$ cat src/design/mcheck_defines.vh
// Function
// - An asynchronous machine check sets the summary pending bit 0.
// - With the summary bit, one cause bit from 1 to 7 sets too.
// - Machine check interrupt is taken when enable and pending bit are set.
// - Bus error on instruction read, data read, data write sets bit 1, 2, 3.
// - Translation parity sets bit 4, instruction cache parity sets bit 5.
// - Bit 6 sets only for data cache parity found during a search.
// - Bit 7 sets only for data cache parity found during a flush.
// - Bit 8 sets when a check hits while machine check enable is 0.
// - Cause status at register 0x23C, supervisor read and clear; bits 9-31 reserved.
// - Interrupt saves return address in bits 0-29; bits 30-31 reserved.
// - Interrupt copies full 32-bit machine state into the saved state register.
// - Vector prefix register holds 16-bit prefix in bits 0-15; rest reserved.
// - Vector prefix register at 0x03F, supervisor read and write only.
// - Offset registers keep the 12-bit offset in bits 16-27.
`ifndef MCHECK_DEFINES_VH
`define MCHECK_DEFINES_VH
`define SPRN_RET_ADDR    10'h023A
`define SPRN_SAVED_STATE 10'h023B
`define SPRN_CAUSE       10'h023C
`define SPRN_PREFIX      10'h003F
`define SPRN_OFFSET_BASE 10'h0190
`define SPRN_OFFSET_LAST 10'h019F
// Bit positions use LSB-0 numbering: documented bit n is [31-n]
`define BIT_PENDING      31
`define BIT_IMPRECISE    23
`define CAUSE_HI         30
`define CAUSE_LO         24
`define STATUS_LO        23
`define RETADDR_LO       2
`define PREFIX_LO        16
`define OFFSET_HI        15
`define OFFSET_LO        4
`define ME_BIT           12
`define MC_OFFSET_IDX    4'h1
`define ZERO_32          32'h0000_0000
`define ZERO_16          16'h0000
`endif

$ cat src/design/machine_check_status_unit.v
`timescale 1ns/1ps
`default_nettype none
`include "mcheck_defines.vh"
module machine_check_status_unit (
  // Clock and reset
  input  wire        CORE_CLK,
  input  wire        RSTN,
  // Special register access port
  input  wire        SPR_WR,
  input  wire        SPR_RD,
  input  wire [9:0]  SPR_NUM,
  input  wire [31:0] SPR_WDATA,
  input  wire        SUPERVISOR,
  output reg  [31:0] SPR_RDATA,
  output reg         SPR_PRIV_FAULT,
  // Error sources, one-cycle pulses from core logic
  input  wire        INSTR_READ_BUS_ERROR,
  input  wire        DATA_READ_BUS_ERROR,
  input  wire        DATA_WRITE_BUS_ERROR,
  input  wire        TRANSLATION_PARITY_ERROR,
  input  wire        INSTR_CACHE_PARITY_ERROR,
  input  wire        DCACHE_SEARCH_PARITY_ERROR,
  input  wire        DCACHE_FLUSH_PARITY_ERROR,
  // Core state
  input  wire [31:0] MACHINE_STATE,
  input  wire [31:0] CURRENT_PC,
  input  wire        INT_ACCEPT,
  // Interrupt request and vector
  output reg         MCHECK_INT_REQ,
  output reg  [31:0] MCHECK_VECTOR
);
  ////////////////////////////////////////////////////////////////////
  reg  [31:0] cause_r;
  reg  [31:0] cause_nxt;
  reg  [31:0] ret_addr_r;
  reg  [31:0] saved_state_r;
  reg  [15:0] prefix_r;
  reg  [11:0] offset_r [0:15];
  reg  [31:0] rdata_nxt;
  wire [6:0]  cause_in;
  wire        check_evt;
  wire        me;
  wire        take_int;
  wire        wr_ok;
  wire        rd_ok;
  wire        off_hit;
  wire [3:0]  off_idx;
  wire        sel_cause;
  wire        sel_ret;
  wire        sel_state;
  wire        sel_prefix;
  wire        set_imprecise;
  wire [31:0] clr_mask;

  // Cause vector runs from status bit 1 at the top down to status bit 7
  assign cause_in[6] = INSTR_READ_BUS_ERROR;
  assign cause_in[5] = DATA_READ_BUS_ERROR;
  assign cause_in[4] = DATA_WRITE_BUS_ERROR;
  assign cause_in[3] = TRANSLATION_PARITY_ERROR;
  assign cause_in[2] = INSTR_CACHE_PARITY_ERROR;
  assign cause_in[1] = DCACHE_SEARCH_PARITY_ERROR;
  assign cause_in[0] = DCACHE_FLUSH_PARITY_ERROR;
  assign check_evt = |cause_in;
  assign me        = MACHINE_STATE[`ME_BIT];
  assign wr_ok     = SPR_WR & SUPERVISOR;
  assign rd_ok     = SPR_RD & SUPERVISOR;
  assign off_hit   = (SPR_NUM >= `SPRN_OFFSET_BASE) && (SPR_NUM <= `SPRN_OFFSET_LAST);
  assign off_idx   = SPR_NUM[3:0];
  assign take_int  = INT_ACCEPT & cause_r[`BIT_PENDING] & me;

  // Register selects for the write paths; the read decode compares SPR_NUM directly
  assign sel_cause  = (SPR_NUM == `SPRN_CAUSE);
  assign sel_ret    = (SPR_NUM == `SPRN_RET_ADDR);
  assign sel_state  = (SPR_NUM == `SPRN_SAVED_STATE);
  assign sel_prefix = (SPR_NUM == `SPRN_PREFIX);

  // Write-one-to-clear mask; zero unless a privileged write hits the cause register
  assign clr_mask      = (wr_ok && sel_cause) ? SPR_WDATA : `ZERO_32;
  // A check that arrives while masked can only be handled late
  assign set_imprecise = check_evt & ~me;

  ////////////////////////////////////////////////////////////////////
  // Software clear applies first; a new event in the same cycle wins, so a
  // handler that clears the status cannot lose a check arriving meanwhile
  always @* begin
    cause_nxt = cause_r & ~clr_mask;
    if (check_evt) begin
      // Summary and cause bits are set on the same edge
      cause_nxt[`BIT_PENDING] = 1'b1;
      cause_nxt[`CAUSE_HI:`CAUSE_LO] = cause_nxt[`CAUSE_HI:`CAUSE_LO] | cause_in;
    end
    if (set_imprecise) begin
      cause_nxt[`BIT_IMPRECISE] = 1'b1;
    end
    // Reserved bits never hold state
    cause_nxt[`STATUS_LO-1:0] = {`STATUS_LO{1'b0}};
  end

  always @(posedge CORE_CLK or negedge RSTN) begin
    if (!RSTN) begin
      cause_r <= `ZERO_32;
    end else begin
      cause_r <= cause_nxt;
    end
  end

  ////////////////////////////////////////////////////////////////////
  // Return address: hardware capture takes priority over a software write,
  // so the handler always sees the address of the interrupted flow
  always @(posedge CORE_CLK or negedge RSTN) begin
    if (!RSTN) begin
      ret_addr_r <= `ZERO_32;
    end else if (take_int) begin
      ret_addr_r <= {CURRENT_PC[31:`RETADDR_LO], 2'b00};
    end else if (wr_ok && sel_ret) begin
      ret_addr_r <= {SPR_WDATA[31:`RETADDR_LO], 2'b00};
    end
  end

  // Saved machine state: same priority as the return address
  always @(posedge CORE_CLK or negedge RSTN) begin
    if (!RSTN) begin
      saved_state_r <= `ZERO_32;
    end else if (take_int) begin
      saved_state_r <= MACHINE_STATE;
    end else if (wr_ok && sel_state) begin
      saved_state_r <= SPR_WDATA;
    end
  end

  // Vector prefix: changed by software only
  always @(posedge CORE_CLK or negedge RSTN) begin
    if (!RSTN) begin
      prefix_r <= `ZERO_16;
    end else if (wr_ok && sel_prefix) begin
      prefix_r <= SPR_WDATA[31:`PREFIX_LO];
    end
  end

  ////////////////////////////////////////////////////////////////////
  // One offset register per interrupt type; only entry 1 feeds the vector here
  genvar g;
  generate
    for (g = 0; g < 16; g = g + 1) begin : g_off
      localparam [3:0] ENTRY = g;
      always @(posedge CORE_CLK or negedge RSTN) begin
        if (!RSTN) begin
          offset_r[g] <= 12'h000;
        end else if (wr_ok && off_hit && off_idx == ENTRY) begin
          offset_r[g] <= SPR_WDATA[`OFFSET_HI:`OFFSET_LO];
        end
      end
    end
  endgenerate

  ////////////////////////////////////////////////////////////////////
  // Read decode; unmapped or unprivileged reads return zero
  always @* begin
    rdata_nxt = `ZERO_32;
    if (!rd_ok) begin
      rdata_nxt = `ZERO_32;
    end else if (SPR_NUM == `SPRN_CAUSE) begin
      rdata_nxt = cause_r;
    end else if (SPR_NUM == `SPRN_RET_ADDR) begin
      rdata_nxt = ret_addr_r;
    end else if (SPR_NUM == `SPRN_SAVED_STATE) begin
      rdata_nxt = saved_state_r;
    end else if (SPR_NUM == `SPRN_PREFIX) begin
      rdata_nxt = {prefix_r, `ZERO_16};
    end else if (off_hit) begin
      rdata_nxt = {16'h0000, offset_r[off_idx], 4'h0};
    end
  end

  ////////////////////////////////////////////////////////////////////
  // Read data stands for one cycle only, then returns to zero
  always @(posedge CORE_CLK or negedge RSTN) begin
    if (!RSTN) begin
      SPR_RDATA <= `ZERO_32;
    end else begin
      SPR_RDATA <= rdata_nxt;
    end
  end

  // Fault flags any unprivileged access, read or write alike
  always @(posedge CORE_CLK or negedge RSTN) begin
    if (!RSTN) begin
      SPR_PRIV_FAULT <= 1'b0;
    end else begin
      SPR_PRIV_FAULT <= (SPR_RD | SPR_WR) & ~SUPERVISOR;
    end
  end

  // Request follows the next pending value so it rises on the event edge
  always @(posedge CORE_CLK or negedge RSTN) begin
    if (!RSTN) begin
      MCHECK_INT_REQ <= 1'b0;
    end else begin
      MCHECK_INT_REQ <= cause_nxt[`BIT_PENDING] & me;
    end
  end

  // Registered so the output comes from a flip-flop;
  // it lags a prefix or offset write by one cycle
  always @(posedge CORE_CLK or negedge RSTN) begin
    if (!RSTN) begin
      MCHECK_VECTOR <= `ZERO_32;
    end else begin
      MCHECK_VECTOR <= {prefix_r, offset_r[`MC_OFFSET_IDX], 4'h0};
    end
  end
endmodule // machine_check_status_unit
`default_nettype wire

$ cat config.mk
export PLATFORM = sky130hd
export DESIGN_NAME = machine_check_status_unit
export DESIGN_NICKNAME = d
export VERILOG_FILES = /design/src/design/machine_check_status_unit.v
export VERILOG_INCLUDE_DIRS = /design/src /design/src/design
export SDC_FILE = /design/constraint.sdc
export NUM_CORES = 1
export LEC_CHECK = 0
export BUFFER_PORTS_ARGS = -buffer_cell sky130_fd_sc_hd__buf_2
export CORE_MARGIN = 5
export CORE_UTILIZATION = 30
export CTS_BUF_LIST = sky130_fd_sc_hd__clkbuf_8
export CTS_CLUSTER_SIZE = 10
export DETAILED_ROUTE_END_ITERATION = 8
export HOLD_SLACK_MARGIN = 0.1
export SYNTH_ARGS = -nofsm -noshare
export SYNTH_HDL_FRONTEND = slang
export SYNTH_SLANG_ARGS = --single-unit
$ cat constraint.sdc
create_clock -name CORE_CLK -period 4.5 [get_ports CORE_CLK]
set_input_delay 0.225 -clock CORE_CLK [delete_from_list [all_inputs] [get_ports CORE_CLK]]
set_output_delay 0.225 -clock CORE_CLK [all_outputs]
set_load 0.02 [all_outputs]
# Word-level counts from Yosys, hierarchy flattened
# Cells that the tools add are included.
# Widths: inputs -> output; s select.
# op_classes
magnitude_cmp,3
n_eq_ne,19
n_mux,16
n_bitwise,14
reduce_logical,26
# op_table
op,count
$mux 32,10
$bmux 12 s4,1
$and 32x32->32,1
$eq 4x4->1 const B,8
$not 32->32,1
$eq 10x10->1 const B,3
$mux 12,2
$logic_and 1x1->1,22
$eq 4x3->1 const B,4
$mux 16,1
$eq 10x6->1 const B,1
$ge 10x9->1 const B,1
$le 10x9->1 const B,1
$eq 4x2->1 const B,2
$mux 8,1
$and 1x1->1,7
$or 7x7->7,1
$reduce_or 7->1,1
$ge 5x5->1 const B,1
$not 4->5,1
$eq 4x1->1 const B,1
$logic_not 4->1,1
$reduce_bool 2->1,2
$not 1->1,2
2 further kinds,2
# totals
regBits,343
output_inout_bits,66
wordCells,102

# Logic depth before layout (Yosys ltp)
# Gate-level depths: netlist of the first run.
# logic_depth
ltp_word,10
mapped_depth,8
ltp_nobuf,5

# Worst setup path before layout of the first run
# OpenSTA, ideal clock, no wires.
# synth_timing
path_kind,input-to-reg
start,input port SPR_NUM[9]
end,register offset_r[100] (netlist bit)
t_arrival_ps,2059
required_ps,4375
path_slack_ps,2316
stages,6
n_path_buf,1
cell_sequence,or3b_2 nor3_2 nand3_1 nor3_1 buf_2 mux2_2
# synth_between
elab_chain_cells,4
elab_cells_between_ends,5
classes_between,order compare (2); reduce/logical (3)
# synth_rtl
item,line_no,text
start: declaration,machine_check_status_unit.v:11,"input wire [9:0] SPR_NUM,"
$ge 10x9->1 (no line) / $le 10x9->1 (equally long branches),n/a,
$logic_and 1x1->1 *,machine_check_status_unit.v:67,assign off_hit = (SPR_NUM >= `SPRN_OFFSET_BASE) && (SPR_NUM <= `SPRN_OFFSET_LAST);
$logic_and 1x1->1 * (2 in a row),machine_check_status_unit.v:149,end else if (wr_ok && off_hit && off_idx == ENTRY) begin
end signal: indexed assignment,machine_check_status_unit.v:150,offset_r[g] <= SPR_WDATA[`OFFSET_HI:`OFFSET_LO];
end: declaration,machine_check_status_unit.v:38,reg [11:0] offset_r [0:15];
# Every way passes the cells marked *; elsewhere a longest branch is shown, timed or not.
# A chain may end at the register's enable or synchronous reset.

# Final worst setup path of the first run
# layout_timing
start,register cause_r[31]
end,register saved_state_r[14]
# layout_between
elab_chain_cells,3
elab_cells_between_ends,4
classes_between,mux (1); bitwise (2); reduce/logical (1)
# layout_rtl
item,line_no,text
start: declaration,machine_check_status_unit.v:33,reg [31:0] cause_r;
start signal: assignment,machine_check_status_unit.v:101,cause_r <= `ZERO_32;
start signal: assignment,machine_check_status_unit.v:103,cause_r <= cause_nxt;
$and 1x1->1 * (2 in a row),machine_check_status_unit.v:69,assign take_int = INT_ACCEPT & cause_r[`BIT_PENDING] & me;
$mux 32 / $reduce_bool 2->1 (equally long branches),n/a,
end signal: assignment,machine_check_status_unit.v:123,saved_state_r <= `ZERO_32;
end: declaration,machine_check_status_unit.v:36,reg [31:0] saved_state_r;
# Marked as above.

==> results.ini, run 1 <==
[status]
status=complete, no violations

[detailed_routing]
drc=0
final_antenna_net_count=0
wl_mm=42.7
vias=10600
drt_pre_antenna_iters=5
routedWlPerCell_um=19.6
routed_via_density=4.87
drt_iter0_markers=654

[synth]
synth_seq_cells=341
syn_area_mm2=0.0150
synthFlopType=dfrtp_1
yosys_warnings=0
synth_edf_count=0
avgSynthCellArea_um2=13.1
synth.yosys.seq_area_share_pct=57.0
async_flop_share_pct=100
synth_cell_type_count=46
synthCells=1145

[floorplanning]
io_pins=185
die_h_um=233
die-area_mm2=0.0545
fp-row-count=81
core_mm2=0.0492
start_util_pct=30.5
die_x_um=233

[global_routing]
grt_pass1_vias=11400
antenna_found_initial=1
grtUsageTotal_pct=15.4
grt_max_degree=107
overflow=0
grt_pass1_wl_mm=66.2

[placed_design]
place.gp.congestion=0.819
place_area_mm2=0.0165
dp_cells=1925
port_buffers=178
dp_hpwl_mm=27.6

[critical_path]
r2r_end=saved_state_r[14]
critical_path_required_ns=5.09
r2r_slack_ns=1.80
ff2ff_path_depth=5
start_kind=flop
cp_data_arrival_time_ns=3.29
timing_worst_setup_path_type=flop to flop
reg2reg_from=cause_r[31]
cp_max_fo=62
end_kind=flop

[pwr]
vdd.ir_drop.worst_uv=203
power_mw=6.79
leakagePower_nw=9.21
power_density_mw_per_mm2=352

[clock_tree]
insertion_delay_ns=0.67
clkTransAtPathRegs_ns=0.07
cts_tree=built
cts-htree-levels=2
clock-root-buffer=clkbuf_8
ctsResizeCount=0
cts.sinks=341
clk_path_buf_depth=3
cts_inserted_buffers=59

[finish]
drive_above_1_share_pct=36.0
finalInstanceArea_mm2=0.0193
syn_to_final_growth_pct=28.9
layout.nets=1590
fin_cells=2183

[timing]
hold_viol_final=0
fin_tns_setup_ns=0
setup_viol=0
max_slew_margin_pct=24.8
clock_skew_ns=0.0390
slew_viol_final=0
period_share_pct=60.0
tightestPinTransition_ns=1.12
fmax_ghz=0.370
period_needed_ns=2.70
rsz0062_at_grt=no

[worst_hold_path]
hp-class=input port to async pin

[flow_run]
drv_cap=0

## Yosys cell counts, types with 20 or more instances
master | count | area (um2)
buf_2 | 24 | 120
nor2_1 | 87 | 327
nand2_1 | 49 | 184
a21oi_1 | 81 | 405
mux2_2 | 199 | 2240
mux4_2 | 36 | 811
o21ai_0 | 29 | 145
clkbuf_1 | 49 | 184
mux2i_1 | 84 | 841
dfrtp_1 | 341 | 8530
o22ai_1 | 22 | 138
a221oi_1 | 20 | 175
## sequential cells by signal, indices dropped and copies added, names as in the netlist
register        flops
MCHECK_INT_REQ      1
saved_state_r      32
MCHECK_VECTOR      28
ret_addr_r         30
SPR_RDATA          32
offset_r          192
cause_r             9
SPR_PRIV_FAULT      1
prefix_r           16
## worst max path at each step
| stage | from | to | depth (start not counted) |
|---|---|---|---|
| final | cause_r[31] | saved_state_r[14] | 5 |
| after global routing | cause_r[31] | saved_state_r[15] | 5 |
| after CTS | cause_r[31] | saved_state_r[15] | 5 |
| after detailed placement | SPR_NUM[9] | offset_r[17] | 5 |
| after global placement | SPR_NUM[9] | offset_r[16] | 5 |
| after floorplan | SPR_NUM[9] | offset_r[100] | 6 |
## metrics by stage
step	setup slack [ns]	hold WS, ns	utilization [%]
2_1_floorplan	2.32	-0.0706	-
3_3_place_gp	1.52	0.329	33.7
3_5_place_dp	1.49	0.335	33.7
4_1_cts	1.80	0.187	39.3
5_1_grt	1.65	0.208	39.3
6_report	1.80	0.179	39.3
## cell families after synthesis
logic type / after synthesis / synth area share [%]
other: 1 / 0.0250
AND/OR/NAND/NOR: 193 / 6.03
buffers and inverters: 97 / 3.03
multiplexers: 319 / 26.0
AO/OA/AOI/OAI: 194 / 7.97
flip-flops: 341 / 57.0
## timing repair
item | in CTS | in global routing
buffers inserted | 0 | 0
hold endpoints to repair | 344 | 0
hold buffers | 149 | 0
## cell usage in the layout, fill, tap and decap left out, types with 2 or more instances in the layout
cell and n:
a211oi_1 9, a21o_1 7, a21oi_1 81, a221oi_1 20, a22o_1 6, a22oi_1 15, and2_1 2, and3_1 4
buf_12 2, buf_2 176, buf_4 25, bufinv_16 3, clkbuf_8 73, clkinv_2 14, conb_1 4, dfrtp_1 341
dlygate4sd3_1 149, inv_1 21, mux2_2 199, mux2i_1 84, mux4_2 36, nand2_1 49, nand2b_1 2, nand3_1 11
nand4_1 2, nor2_1 84, nor2_2 2, nor2b_1 4, nor3_1 4, nor3_2 2, nor4_4 2, o21ai_0 29
o22ai_1 22, or2_2 2, or3_1 12
## routing by layer
metal	share of wire, %	track usage (%)
met3	5.9	3.68
met4	1.4	3.74
met5	0	0
met1	45	20.8
met2	48	25.2
## final cells by class
type	count	area, um2
fillers	4670	29800
flip-flops and latches	341	8530
multi-input cells	710	6030
repair buffers	353	2620
clock buffers	73	1000
well taps	664	831
clock inverters	35	264
inverters	6	22.5
diodes	1	2.50
## critical path, stage by stage, from the launching register on
cell           delay [ns]
dfrtp_1              0.42
nand3_4              0.72
buf_4                0.58
mux2i_1              0.17
dlygate4sd3_1        0.57
a21oi_1              0.14
## power breakdown
| group | total [mW] | leakage (nW) | switching (mW) | internal [mW] |
|---|---|---|---|---|
| logic | 0.578 | 3.96 | 0.314 | 0.264 |
| registers | 3.21 | 4.52 | 0.0496 | 3.16 |
| clock network | 3.00 | 0.725 | 1.34 | 1.66 |
(Power assumes the default switching activity.)
==> inputs of run 2 (changes only) <==
==> constraint.sdc (replaced) <==
create_clock -name CORE_CLK -period 2.2 [get_ports CORE_CLK]
set_input_delay 0.11 -clock CORE_CLK [delete_from_list [all_inputs] [get_ports CORE_CLK]]
set_output_delay 0.11 -clock CORE_CLK [all_outputs]
set_load 0.02 [all_outputs]
==> run 2 against run 1 <==
Register-to-register slack got worse by 1.6 ns; final cell count is 2.1% higher; setup slack got worse by 1.7 ns; first-iteration DRC count down 11%; clock power is 95% higher; via count rose by 2.6%; critical path depth grew 3; combinational power up 120%; routed wire length is 2.4% higher; critical path type is now input port to flop; critical endpoint is now ret_addr_r[28]; largest cell class unchanged.
==> results.ini, run 2 (same netlist as run 1, synthesis figures left out) <==
[critical_path]
crit_chain=dlygate4sd3_1 > buf_2 > nand2_1 > nor3_2 > buf_12 > mux2i_1 > a21oi_1 > dlygate4sd3_1
cpMostUsedCell=dlygate4sd3_1
critPathSlowestCell=dlygate4sd3_1
ff2ff_path_depth=5  ; unchanged
cp_max_fo=27  ; -56%
timing_worst_setup_path_type=input port to flop
critical_path_required_ns=2.71  ; -2.38 ns
cp_data_arrival_time_ns=2.63  ; -0.66 ns
end_kind=flop
reg2reg_from=cause_r[31]
r2r_end=saved_state_r[0]
crit_buf_inv=4  ; +2
slowest_delay_ns=0.58  ; -0.14 ns
r2r_slack_ns=0.18  ; -1.62 ns
start_kind=input port
critical-path-top-delay-family=buffers and inverters

[global_routing]
overflow=0  ; unchanged
grt_max_degree=86  ; -20%
antenna_found_initial=0  ; -1
grtUsageTotal_pct=15.6  ; +0.26 points
grt_pass1_wl_mm=67.3  ; +1.6%
grt_pass1_vias=11800  ; +3.4%

[finish]
layout.nets=1636  ; +2.9%
fill_cells=4588  ; -1.8%
final_common_cell=dfrtp_1
layout_common_cells=341 x dfrtp_1, 199 x mux2_2, 176 x buf_2, 158 x dlygate4sd3_1
drive_above_1_share_pct=37.1  ; +1.1 points
regArea_mm2=0.00853  ; unchanged
reg_top3=offset_r: 192 flops, SPR_RDATA: 32 flops, saved_state_r: 32 flops
fin_cells=2228  ; +2.1%
syn_to_final_growth_pct=32.9
largest_reg_flops=192  ; unchanged
multi_input_area_mm2=0.00605  ; +0.27%
largest-register=offset_r

[detailed_routing]
wl_mm=43.8  ; +2.4%
vias=10900  ; +2.6%
routedWlPerCell_um=19.6  ; +0.31%
drt_iter0_markers=581  ; -11%
routed_via_density=4.90  ; +0.57%
drc=0  ; unchanged
drt_pre_antenna_iters=5  ; unchanged
final_antenna_net_count=0  ; unchanged

[timing]
fmax_ghz=0.473
fin_tns_setup_ns=0  ; unchanged
period_share_pct=96.2
rsz0062_at_grt=no
period_needed_ns=2.12
tightestPinTransition_ns=0.528  ; -0.592 ns
clock_skew_ns=0.0207  ; -0.0183 ns
slew_viol_final=0  ; unchanged
max_slew_margin_pct=64.8  ; +40 points
setup_viol=0  ; unchanged
hold_viol_final=0  ; unchanged
hold_ws_ns=0.148  ; -0.0311 ns

[placed_design]
dp_cells=1961  ; +1.9%
place.gp.congestion=0.822  ; +0.44%
port_buffers=178  ; unchanged
dp_hpwl_mm=28.7  ; +4.1%

[flow_run]
drv_cap=0  ; unchanged

[pwr]
p_sw_mw=3.40  ; +99%
p_seq_share_pct=48.0  ; +0.7 points
internal_power_mw=10.3  ; +100%
leakagePower_nw=9.51  ; +3.3%
power_density_mw_per_mm2=687  ; +95%
p_comb_share_pct=9.1  ; +0.6 points
swShare_pct=24.8  ; -0.34 points
clock_power_share_pct=42.8  ; -1.4 points
vdd.ir_drop.worst_uv=470  ; +130%

[clock_tree]
clkTransAtPathRegs_ns=0.06  ; about the same
cts_inserted_buffers=58  ; -1.7%
cts.sinks=341  ; unchanged
cts_tree=built
clock-root-buffer=clkbuf_8
insertion_delay_ns=0.65  ; -0.02 ns
cts_setup_buffers=0  ; unchanged
clk_path_buf_depth=3  ; unchanged
cts-htree-levels=2  ; unchanged

[floorplanning]
fp-row-count=81  ; unchanged
start_util_pct=30.5  ; unchanged
die_h_um=233  ; unchanged
die-area_mm2=0.0545  ; unchanged
die_x_um=233  ; unchanged
io_pins=185  ; unchanged
core_mm2=0.0492  ; unchanged

[status]
status=complete, no violations

[worst_hold_path]
holdPathEnd=offset_r[116]
min_path_cells=5
hp-class=input port to flop
min_from=SPR_NUM[0]

## run 2: cell types whose count changed in the layout (fill, tap and decap cells not counted), moves of 2 or more
cell and delta:
buf_12 +22, bufinv_16 -2, inv_1 +3, buf_4 +15
dlygate4sd3_1 +9, clkinv_2 -8, clkbuf_8 +4, clkinvlp_4 +3
## run 2: repair_timing
item	in CTS	in global routing
resized for setup	0	2
endpoints found under the setup margin	0	17
hold buffers	159	0
hold endpoints to repair	633	0
## run 2: layout make-up
type / count / area share (%)
Inverter: 6 / 0.113
Clock buffer: 77 / 5.32
Sequential cell: 341 / 42.8
Tap cell: 664 / 4.17
Timing Repair Buffer: 399 / 16.4
Clock inverter: 29 / 0.798
Antenna cell: 1 / 0.0126
Multi-Input combinational cell: 711 / 30.4
## run 2: layer usage
metal | part of all wire, % | up-vias | track usage (%)
met5 | 0 | - | 0
met4 | 1.9 | 0 | 3.93
met3 | 6.0 | 69 | 3.65
met2 | 48 | 330 | 25.9
met1 | 44 | 5597 | 20.8
li1 | - | 4923 | -
## run 2: how the worst max path moves through the flow
stage | from | endpoint | slack (ns) | depth (start not counted)
3_3_place_gp | SPR_NUM[9] | offset_r[151] | -0.04 | 7
4_1_cts | cause_r[31] | saved_state_r[0] | 0.04 | 5
6_report | SUPERVISOR | ret_addr_r[28] | 0.08 | 8
5_1_grt | SUPERVISOR | ret_addr_r[28] | 0.05 | 8
3_5_place_dp | SPR_NUM[9] | offset_r[154] | -0.07 | 7
2_1_floorplan | SPR_NUM[9] | offset_r[100] | 0.13 | 6
## run 2: power groups by stage
stage | sequential (mW) | clock [mW] | combinational (mW)
final | 6.57 | 5.86 | 1.25
after global routing | 6.59 | 6.30 | 1.37
after CTS | 6.57 | 6.03 | 1.25
after detailed placement | 6.68 | 0 | 0.966
after global placement | 6.67 | 0 | 0.945
after floorplan | 6.66 | 0 | 0.480
## run 2: worst min-delay path, stage by stage
cell and delay, ns:
buf_4 0.13, nor2b_1 0.10, nand3_1 0.15, buf_12 0.16
o21ai_0 0.08
## run 2: metrics by stage
stage          worst slack, ns  instance area (um2)  total power [mW]  utilization (%)
2_1_floorplan            0.131                15000              7.14                -
3_3_place_gp           -0.0402                17100              7.62             34.7
3_5_place_dp           -0.0745                17100              7.64             34.7
4_1_cts                 0.0419                19900              13.9             40.5
5_1_grt                 0.0538                19900              14.3             40.5
6_report                0.0839                19900              13.7             40.5
